File: config.mk
export PLATFORM = sky130hd
export DESIGN_NAME = pwm_unit
export DESIGN_NICKNAME = d
export VERILOG_FILES = /design/src/rtl/pwm_pkg.sv /design/src/rtl/pwm_tick_if.sv /design/src/rtl/pwm_prescaler.sv /design/src/rtl/pwm_timebase.sv /design/src/rtl/pwm_unit.sv
export VERILOG_INCLUDE_DIRS = /design/src /design/src/rtl
export SDC_FILE = /design/constraint.sdc
export NUM_CORES = 1
export LEC_CHECK = 0
export ABC_AREA = 1
export BUFFER_PORTS_ARGS = -buffer_cell sky130_fd_sc_hd__buf_4
export CAP_MARGIN = 20
export CORE_UTILIZATION = 40
export DETAILED_ROUTE_END_ITERATION = 6
export PLACE_DENSITY = 0.53
export SYNTH_ARGS = -nofsm -noshare
export SYNTH_HDL_FRONTEND = slang
export SYNTH_SLANG_ARGS = --single-unit
File: constraint.sdc
create_clock -name clk -period 2.8 [get_ports clk]
set_clock_uncertainty 0.15 [all_clocks]
set_input_delay 0.28 -clock clk [delete_from_list [all_inputs] [get_ports clk]]
set_output_delay 0.28 -clock clk [all_outputs]
set_load 0.02 [all_outputs]
File: src/rtl/pwm_map.svh
// Purpose: Register offsets, field positions and reset values of the PWM unit.
// Assumes: 8-bit special-function-register bus with byte addresses.
// Notes: Definitions only.
`ifndef PWM_MAP_SVH
`define PWM_MAP_SVH
`define ADDR_IRQ_ENABLE_EXT 8'hA9
`define ADDR_IRQ_PRIORITY_EXT 8'hB9
`define ADDR_PWM_CONFIG 8'hD1
`define ADDR_PWM_CONTROL 8'hD2
`define ADDR_PWM_PERIOD 8'hD3
`define ADDR_PWM_DUTY_FINE 8'hD4
`define ADDR_PWM_DUTY_CH0 8'hD5
`define ADDR_PWM_DUTY_CH1 8'hD6
`define ADDR_PWM_DUTY_CH2 8'hD7
`define CTL_RUN_BIT 7
`define CTL_WRAP_BIT 6
`define CTL_DRIVE_LSB 3
`define CTL_PRESCALE_LSB 0
`define CFG_FLIP_LSB 3
`define CFG_CHOICE_LSB 0
`define IE1_WRAP_BIT 1
`define IE1_MASK 8'h0E
`define FINE_MASK 8'h3F
`define CFG_MASK 8'hFF
`define REG_RESET 8'h00
`define FINE_STEPS 4
`define PRESCALE_MASK_0 8'h00
`define PRESCALE_MASK_1 8'h01
`define PRESCALE_MASK_2 8'h03
`define PRESCALE_MASK_3 8'h07
`define PRESCALE_MASK_4 8'h1F
`define PRESCALE_MASK_5 8'h3F
`define PRESCALE_MASK_6 8'h7F
`define PRESCALE_MASK_7 8'hFF
`endif

File: src/rtl/pwm_pkg.sv
// Purpose: Types shared by the PWM unit modules.
// Assumes: Three channels with 8-bit coarse and 2-bit fine duty.
// Notes: Offsets live in pwm_map.svh.
package pwm_pkg;
  typedef logic [7:0] sfr_byte_t;
  typedef logic [2:0] prescale_code_t;
  typedef logic [1:0] fine_t;
endpackage : pwm_pkg

File: src/rtl/pwm_tick_if.sv
// Purpose: Carries the counter tick and count between the PWM modules.
// Assumes: Single clock domain.
// Notes: The timebase drives, the top listens.
`timescale 1ns/100ps
interface pwm_tick_if;
  logic tick;
  logic [7:0] count;
  logic [1:0] phase;
  logic wrap;
  modport source (output tick, output count, output phase, output wrap);
  modport sink (input tick, input count, input phase, input wrap);
endinterface : pwm_tick_if

File: src/rtl/pwm_prescaler.sv
// Purpose: Divides the system clock into the counter tick.
// Assumes: Code 111 divides by 256.
// Notes: The divider is held at zero while the unit is stopped.
`timescale 1ns/100ps
`include "pwm_map.svh"
module pwm_prescaler #(
  parameter int DIV_W = 8
) (
  // Clock and reset.
  input wire logic clk,
  input wire logic rst,
  // Control.
  input wire logic run,
  input wire pwm_pkg::prescale_code_t code,
  // Tick out.
  output logic tick
);
  import pwm_pkg::*;
  // The widest division needs eight divider bits.
  if (DIV_W < 8) begin : g_width_chk
    $error("DIV_W too small");
  end
  logic [DIV_W-1:0] div;
  logic [DIV_W-1:0] mask;
  always_comb begin
    unique case (code)
      3'h0: mask = DIV_W'(`PRESCALE_MASK_0);
      3'h1: mask = DIV_W'(`PRESCALE_MASK_1);
      3'h2: mask = DIV_W'(`PRESCALE_MASK_2);
      3'h3: mask = DIV_W'(`PRESCALE_MASK_3);
      3'h4: mask = DIV_W'(`PRESCALE_MASK_4);
      3'h5: mask = DIV_W'(`PRESCALE_MASK_5);
      3'h6: mask = DIV_W'(`PRESCALE_MASK_6);
      3'h7: mask = DIV_W'(`PRESCALE_MASK_7);
    endcase
  end
  always_ff @(posedge clk) begin
    if (rst || !run) begin
      div <= '0;
    end else if ((div & mask) == mask) begin
      div <= '0;
    end else begin
      div <= div + DIV_W'(1);
    end
  end
  assign tick = run && ((div & mask) == mask);
endmodule : pwm_prescaler

File: src/rtl/pwm_timebase.sv
// Purpose: Shared period counter with a fine phase for 8+2-bit duty.
// Assumes: Tick comes from the prescaler.
// Notes: Each coarse step is split into four fine phases across periods.
`timescale 1ns/100ps
`include "pwm_map.svh"
module pwm_timebase (
  // Clock and reset.
  input wire logic clk,
  input wire logic rst,
  // Control.
  input wire logic run,
  input wire pwm_pkg::sfr_byte_t period_limit,
  input wire logic tick,
  // Counter out.
  pwm_tick_if.source tb
);
  import pwm_pkg::*;
  logic [7:0] count;
  logic [1:0] phase;
  always_ff @(posedge clk) begin
    if (rst || !run) begin
      count <= '0;
    end else if (tick && count >= period_limit) begin
      count <= '0;
    end else if (tick) begin
      count <= count + 8'h01;
    end
  end
  // The fine phase advances once per period so each fine step stretches one period in four.
  always_ff @(posedge clk) begin
    if (rst || !run) begin
      phase <= '0;
    end else if (tick && count >= period_limit) begin
      phase <= phase + 2'h1;
    end
  end
  assign tb.tick = tick;
  assign tb.count = count;
  assign tb.phase = phase;
  assign tb.wrap = run && tick && (count >= period_limit);
endmodule : pwm_timebase

File: src/rtl/pwm_unit.sv
// Purpose: Three-channel PWM with one shared period counter and SFR access.
// Assumes: The CPU writes and reads registers through a byte SFR port.
// Notes: Pins show drive value and an active-low output enable per pin.
`timescale 1ns/100ps
`include "pwm_map.svh"
module pwm_unit #(
  parameter int CHANNELS = 3
) (
  // Clock and reset.
  input wire logic clk,
  input wire logic rst,
  // Special function register port.
  input wire pwm_pkg::sfr_byte_t sfr_addr,
  input wire pwm_pkg::sfr_byte_t sfr_wdata,
  input wire logic sfr_wr,
  input wire logic sfr_rd,
  output pwm_pkg::sfr_byte_t sfr_rdata,
  // Interrupt request and priority.
  output logic wrap_irq,
  output logic wrap_irq_priority,
  // Primary pins.
  output logic [CHANNELS-1:0] pin_primary,
  output logic [CHANNELS-1:0] pin_primary_oe_n,
  // Alternate pins.
  output logic [CHANNELS-1:0] pin_alternate,
  output logic [CHANNELS-1:0] pin_alternate_oe_n
);
  import pwm_pkg::*;
  // Register fields and read decode are laid out for exactly three channels.
  if (CHANNELS != 3) begin : g_channels_chk
    $error("CHANNELS must be 3");
  end

  sfr_byte_t pwm_control;
  sfr_byte_t pwm_config;
  sfr_byte_t pwm_period;
  sfr_byte_t pwm_duty_fine;
  sfr_byte_t irq_enable_ext;
  sfr_byte_t irq_priority_ext;
  sfr_byte_t high_count [CHANNELS];

  logic unit_run_enable;
  logic counter_wrap_flag;
  logic [CHANNELS-1:0] pin_drive_on;
  logic [CHANNELS-1:0] polarity_flip;
  logic [CHANNELS-1:0] pin_choice;
  prescale_code_t prescale_select;
  logic tick;

  assign unit_run_enable = pwm_control[`CTL_RUN_BIT];
  assign counter_wrap_flag = pwm_control[`CTL_WRAP_BIT];
  assign pin_drive_on = pwm_control[`CTL_DRIVE_LSB +: 3];
  assign prescale_select = pwm_control[`CTL_PRESCALE_LSB +: 3];
  assign polarity_flip = pwm_config[`CFG_FLIP_LSB +: 3];
  assign pin_choice = pwm_config[`CFG_CHOICE_LSB +: 3];

  pwm_tick_if tb_bus ();

  pwm_prescaler #(
    .DIV_W(8)
  ) u_prescaler (
    .clk(clk),
    .rst(rst),
    .run(unit_run_enable),
    .code(prescale_select),
    .tick(tick)
  );

  pwm_timebase u_timebase (
    .clk(clk),
    .rst(rst),
    .run(unit_run_enable),
    .period_limit(pwm_period),
    .tick(tick),
    .tb(tb_bus.source)
  );

  // Control register: the wrap flag is set by hardware and cleared only by a zero write.
  always_ff @(posedge clk) begin
    if (rst) begin
      pwm_control <= `REG_RESET;
    end else begin
      if (sfr_wr && sfr_addr == `ADDR_PWM_CONTROL) begin
        pwm_control <= sfr_wdata;
      end
      if (tb_bus.wrap) begin
        pwm_control[`CTL_WRAP_BIT] <= 1'b1;
      end
    end
  end

  // Plain read/write registers.
  always_ff @(posedge clk) begin
    if (rst) begin
      pwm_config <= `REG_RESET;
      pwm_period <= `REG_RESET;
      pwm_duty_fine <= `REG_RESET;
      irq_enable_ext <= `REG_RESET;
      irq_priority_ext <= `REG_RESET;
    end else if (sfr_wr) begin
      unique case (sfr_addr)
        `ADDR_PWM_CONFIG: pwm_config <= sfr_wdata & `CFG_MASK;
        `ADDR_PWM_PERIOD: pwm_period <= sfr_wdata;
        `ADDR_PWM_DUTY_FINE: pwm_duty_fine <= sfr_wdata & `FINE_MASK;
        `ADDR_IRQ_ENABLE_EXT: irq_enable_ext <= sfr_wdata & `IE1_MASK;
        `ADDR_IRQ_PRIORITY_EXT: irq_priority_ext <= sfr_wdata & `IE1_MASK;
        default: ;
      endcase
    end
  end

  // Per-channel coarse duty, shaping and pin routing.
  for (genvar ch = 0; ch < CHANNELS; ch++) begin : g_ch
    logic [7:0] addr_duty;
    fine_t fine_bits;
    logic raw_high;
    logic shaped;
    assign addr_duty = `ADDR_PWM_DUTY_CH0 + 8'(ch);
    assign fine_bits = pwm_duty_fine[2*ch +: 2];

    always_ff @(posedge clk) begin
      if (rst) begin
        high_count[ch] <= `REG_RESET;
      end else if (sfr_wr && sfr_addr == addr_duty) begin
        high_count[ch] <= sfr_wdata;
      end
    end

    // High for the coarse count, plus one extra count in fine_bits of every four periods.
    always_comb begin
      raw_high = (tb_bus.count < high_count[ch]) ||
                 ((tb_bus.count == high_count[ch]) && (tb_bus.phase < fine_bits));
      shaped = raw_high ^ polarity_flip[ch];
    end

    always_ff @(posedge clk) begin
      if (rst) begin
        pin_primary[ch] <= 1'b0;
        pin_alternate[ch] <= 1'b0;
        pin_primary_oe_n[ch] <= 1'b1;
        pin_alternate_oe_n[ch] <= 1'b1;
      end else begin
        pin_primary[ch] <= shaped;
        pin_alternate[ch] <= shaped;
        pin_primary_oe_n[ch] <= !(pin_drive_on[ch] && !pin_choice[ch]);
        pin_alternate_oe_n[ch] <= !(pin_drive_on[ch] && pin_choice[ch]);
      end
    end
  end

  // Interrupt request follows the sticky flag and its enable.
  always_ff @(posedge clk) begin
    if (rst) begin
      wrap_irq <= 1'b0;
      wrap_irq_priority <= 1'b0;
    end else begin
      wrap_irq <= (counter_wrap_flag || tb_bus.wrap) && irq_enable_ext[`IE1_WRAP_BIT];
      wrap_irq_priority <= irq_priority_ext[`IE1_WRAP_BIT];
    end
  end

  // Registered read data; unmapped addresses read zero.
  always_ff @(posedge clk) begin
    if (rst) begin
      sfr_rdata <= `REG_RESET;
    end else if (sfr_rd) begin
      unique case (sfr_addr)
        `ADDR_PWM_CONTROL: sfr_rdata <= pwm_control;
        `ADDR_PWM_CONFIG: sfr_rdata <= pwm_config;
        `ADDR_PWM_PERIOD: sfr_rdata <= pwm_period;
        `ADDR_PWM_DUTY_FINE: sfr_rdata <= pwm_duty_fine;
        `ADDR_PWM_DUTY_CH0: sfr_rdata <= high_count[0];
        `ADDR_PWM_DUTY_CH1: sfr_rdata <= high_count[1];
        `ADDR_PWM_DUTY_CH2: sfr_rdata <= high_count[2];
        `ADDR_IRQ_ENABLE_EXT: sfr_rdata <= irq_enable_ext;
        `ADDR_IRQ_PRIORITY_EXT: sfr_rdata <= irq_priority_ext;
        default: sfr_rdata <= `REG_RESET;
      endcase
    end
  end
endmodule : pwm_unit

Word level (Yosys, flattened, before mapping):

Memory sizes are Yosys's and may differ from the RTL's. A register that Yosys moved wholly into a read port is not among the register bits.
Cells that the tools add are included.

* memories: 2
* memory bits (read-only): 64
* input bits: 20
* bits in writable memories: 24
* bits in latches: 0
* register bits: 73
* word-level logic and storage cells: 114
* output and inout port bits: 22

Memories
* (no name shown): words 8, bits a word 8, rd ports 1, clocked after Yosys merged registers in 1, wr ports 0, line pwm_prescaler.sv:26 `unique case (code)`
* high_count: words 3, bits a word 8, rd ports 3, clocked after Yosys merged registers in 0, wr ports 3, line pwm_unit.sv:40 `sfr_byte_t high_count [CHANNELS];`

* multiply operators: 0
* equal/unequal tests: 13
* multiplexer cells: 19
* order comparisons: 7
* bitwise operators: 7
* reductions and logical operators: 41
* $add $sub $neg: 3
* shift-type cells: 0
* div/mod/pow operators: 0

Operators by type and width (number)
* == test 8 bit (second input constant): 9
* one-hot mux 8 bit (9 select lines): 1
* == test 8 bit: 4
* < comparator 8 bit: 3
* two-way mux 8 bit: 3
* logical AND 1 bit: 18
* adder 8 x 1 -> 8 bit (second input constant): 2
* two-way mux 1 bit: 12
* zero test 1 bit: 10
* AND reduction 2 bit: 5
* bitwise AND 8 bit: 1
* greater-or-equal comparator 8 bit: 1
* two-way mux 7 bit: 1
* < comparator 2 bit: 3
* two-way mux 3 bit: 2
* logical OR 1 bit: 5
* OR reduction 2 bit: 2
* OR 1 bit: 3
* XOR 1 bit: 3
* adder 2 x 1 -> 2 bit (second input constant): 1
* nonzero test 2 bit: 1

Longest topological paths before layout:

* depth after elaboration: 7
* depth in mapped cells: 11
* mapped depth without buffers: 11

By module:

Synthesis repeated with hierarchy kept, for this count alone.

* cell total of the unflattened synthesis: 701
* area, all modules: 5275.1 um^2

By module, submodules not included
* pwm_unit: sequential area each 1821.7 um^2, cells each 544, instances 1, area each 4142.7 um^2
* pwm_timebase: sequential area each 200.2 um^2, cells each 90, instances 1, area each 699.4 um^2
* pwm_prescaler: sequential area each 160.2 um^2, cells each 67, instances 1, area each 432.9 um^2

Worst setup path after synthesis:

OpenSTA, ideal clock, no wires.

* path kind: in2reg
* start: in sfr_addr[0]
* end: mem high_count[1][0] in the netlist's numbering, enable pin
* path buffers: 0
* required time: 2266 ps
* arrival time: 1422 ps
* slack: 844 ps
* cell stages on the path: 5
* path through: inv_1 nand2_2 nor2_2 nand2_1 o21ai_0

RTL lines
* start: declaration: line pwm_unit.sv:13 `input wire pwm_pkg::sfr_byte_t sfr_addr,`
* end: declaration: line pwm_unit.sv:40

Final worst setup path:

* start: reg u_timebase.count[7] (netlist: u_timebase.tb.count[7])
* end: reg u_timebase.count[3] (netlist: u_timebase.tb.count[3])

* cells in the longest elaborated chain, start to end: 3

Ends and longest elaborated chain
* start: declaration: line pwm_timebase.sv:18 `logic [7:0] count;`
* start signal: assignment: line pwm_timebase.sv:26 `count <= count + 8'h01;`
* greater-or-equal comparator 8 bit: line pwm_timebase.sv:23 `end else if (tick && count >= period_limit) begin`
* logical AND 1 bit: line pwm_timebase.sv:23
* OR reduction 2 bit (no line)

Every way passes these cells.
A chain may end at the register's enable or synchronous reset.

==> results.toml <==
[run_status]
outcome = "completed"

[synth]
synth_top_family_by_area = "simple AND/OR/NAND/NOR gates"
ys_seq_area_frac = 0.429
synthMuxAreaShare = 0
synth_compound_area_frac = 0.121
synth_ff_type = "dfxtp_1"
synth_top_area_share = 0.296
syn-cell-area_um2 = 5420
synth_seq_cells = 104
yosys_warnings = 0
syn_inst = 702
async_reset_ff_frac = 0
yosys.area_share.xor_xnor = 0.00970
synth_area_leaders = "dfxtp_1 30%, edfxtp_1 13%, ha_1 8.5%"
synth-simple-area-share = 0.266
yosys.area.top_type = "dfxtp_1"
synth-edff-count = 24
synth.avg_cell_area_um2 = 7.72
synth_fa_ha_area_frac = 0.0854
ys_types = 38
syn_nets = 759

[sta]
setup_tns_ns = 0
max_slew_margin = 0.659
hold_slack_ns = 0.0757
rsz0062_at_grt = "no"
min_period_ns = 2.08
finalMaxSlewViolations = 0
tightest_slew_ns = 0.509
fmax_ghz = 0.480
hold_viol = 0
finalCritPeriodShare = 0.744
layout_setup_ws_ns = 0.717
setup_viol = 0

[floorplanning]
core-area_um2 = 13200
ios = 42
start_util = 0.409
die-area_um2 = 14000
fp.dieW_um = 118
die_y_um = 118
row_count = 42

[power]
power_leakage_nw = 2.77
power.density_nw_per_um2 = 501
ir_drop_mv = 0.422

[placed_design]
dpl.cell_count = 912
port_buffers = 41
dpl-instance-area_um2 = 5950
gp_congestion = 0.873
place_ws_ns = 0.663
hpwl_mm = 12.1

[drt]
viasPerCell = 5.10
routed_wl_mm = 15.6
postRouteAntennaNets = 0
wire_per_inst_um = 16.8
drtIter0Drc = 335
drc = 0
dr.pass1.iters = 6
vias = 4729

[setup_path]
cp-start-kind = "flop"
crit_required_ns = 2.93
worst-path-max-fanout = 8
startpoint = "u_timebase.tb.count[7]"
reg2reg_from = "u_timebase.tb.count[7]"
arrival_ns = 2.22
cp-end-kind = "flop"
critPathKind = "flop to flop"

[cts]
cts_num_sinks = 104
clk_latency_ns = 0.36
cts_tree = "yes"
cts_inserted_buffers = 9
htree_levels = 3
clkTransAtPathRegs_ns = 0.07
ctsRootBufferMaster = "clkbuf_16"
post_cts_buffers = 0
cts_hold_buf = 0
ctsResizeCount = 0
cts_buffer_depth = 2

[global_routing]
grt_pass1_wl_mm = 24.4
grt_max_degree = 37
overflow = 0
grt_antenna_before_repair = 0
grt_pass1_vias = 4496
grtUsageTotal = 0.232

[finish]
nNetsFinal = 804
diodes = 0
stdcell_count = 928
layout-drive-gt1-share = 0.129
area_growth_pct = 15.8
final_area_um2 = 6270

[run]
maxCapViolCount = 0

[min_path]
hold_path.class = "input pin to flop"
hold_path.startpoint = "sfr_wdata[7]"
==> cell usage after synthesis, types with 2 or more instances <==
library cell and number:
nand2_1 118, inv_1 97, dfxtp_1 80, nor2_1 78
a21oi_1 68, nand3_1 61, o21ai_0 47, ha_1 37
edfxtp_1 24, nand4_1 15, buf_4 7, clkbuf_1 7
buf_2 6, nand2_2 6, nor2_2 6, nand3_2 4
nor3_1 4, o21ai_1 4, xor2_1 4, nand3b_1 3
nor2_8 3, a21o_1 2, inv_2 2, nor3b_1 2
or2_1 2, or2_2 2, xnor2_1 2
==> state kept, by name, indices dropped and copies added (netlist names) <==
signal / count
high_count: 24
pwm_config: 8
pwm_control: 8
pwm_period: 8
sfr_rdata: 8
u_prescaler.div: 8
u_timebase.tb.count: 8
u_prescaler.mask: 7
pwm_duty_fine: 6
irq_enable_ext: 3
irq_priority_ext: 3
pin_alternate: 3
pin_alternate_oe_n: 3
pin_primary_oe_n: 3
u_timebase.tb.phase: 2
wrap_irq: 1
wrap_irq_priority: 1
==> final cells by class <==
cell class | count | area (um^2)
fillers | 1368 | 6970
flip-flops and latches | 104 | 2320
clock inverters | 7 | 100
repair buffers | 54 | 418
clock buffers | 9 | 225
inverters | 100 | 375
well taps | 176 | 220
multi-input cells | 478 | 2610
==> metal layers <==
metal  track usage  vias to the layer above  wire [um]
met5             0                        -          0
met1         0.320                     2201       7510
met3        0.0410                       24        690
met2         0.364                      114       7070
li1              -                     2390          -
met4        0.0839                        0        356
==> critical path, stage by stage, from the launching register on <==
cell and delay, ns:
dfxtp_1 0.52, ha_1 0.31, nand2_1 0.07, inv_1 0.03
nor2_1 0.08, o21a_1 0.13, nand3_1 0.12, nand2_1 0.25
nand2_2 0.18, a21oi_1 0.16
==> power breakdown <==
group	total [mW]	internal [mW]	switching, mW
Clock	1.39	0.793	0.596
Combinational	0.187	0.0577	0.130
Sequential	1.57	1.55	0.0148
==> placed cells by master (no fill, tap or decap), drive strengths merged <==
cell	instances
a211oi	1
a21boi	1
a21o	2
a21oi	68
a31oi	1
buf	54
bufinv	2
clkbuf	9
clkinv	3
dfxtp	80
edfxtp	24
ha	37
inv	102
nand2	125
nand3	66
nand3b	3
nand4	15
nor2	87
nor3	5
nor3b	3
o211ai	1
o21a	1
o21ai	51
o22ai	1
or2	4
xnor2	2
xor2	4
==> path summary, 6_finish.rpt <==
path                            endpoint  slack, ns  depth (start not counted)
setup / recovery  u_timebase.tb.count[3]       0.72                          9
hold / removal             pwm_config[7]       0.08                          3
setup reg to reg  u_timebase.tb.count[3]       0.72                          9
hold reg to reg    pin_alternate_oe_n[0]       0.27                          1
==> cell families (layout without fill, tap and decap cells) <==
| family | after synthesis | after routing |
|---|---|---|
| and+or+nand+nor | 308 | 308 |
| AOI/OAI and AO/OA | 127 | 127 |
| buffers and inverters | 120 | 170 |
| DFF | 104 | 104 |
| adders and majority gates | 37 | 37 |
| xor gates and xnor gates | 6 | 6 |
==> per-stage QoR <==
| stage | util | total power, mW |
|---|---|---|
| final | 0.474 | 3.15 |
| after global routing | 0.474 | 3.24 |
| after CTS | 0.474 | 3.18 |
| after detailed placement | 0.449 | 1.79 |
| after global placement | 0.449 | 1.79 |
| after floorplan | - | 1.70 |
Power figures use the tool's default switching activity.
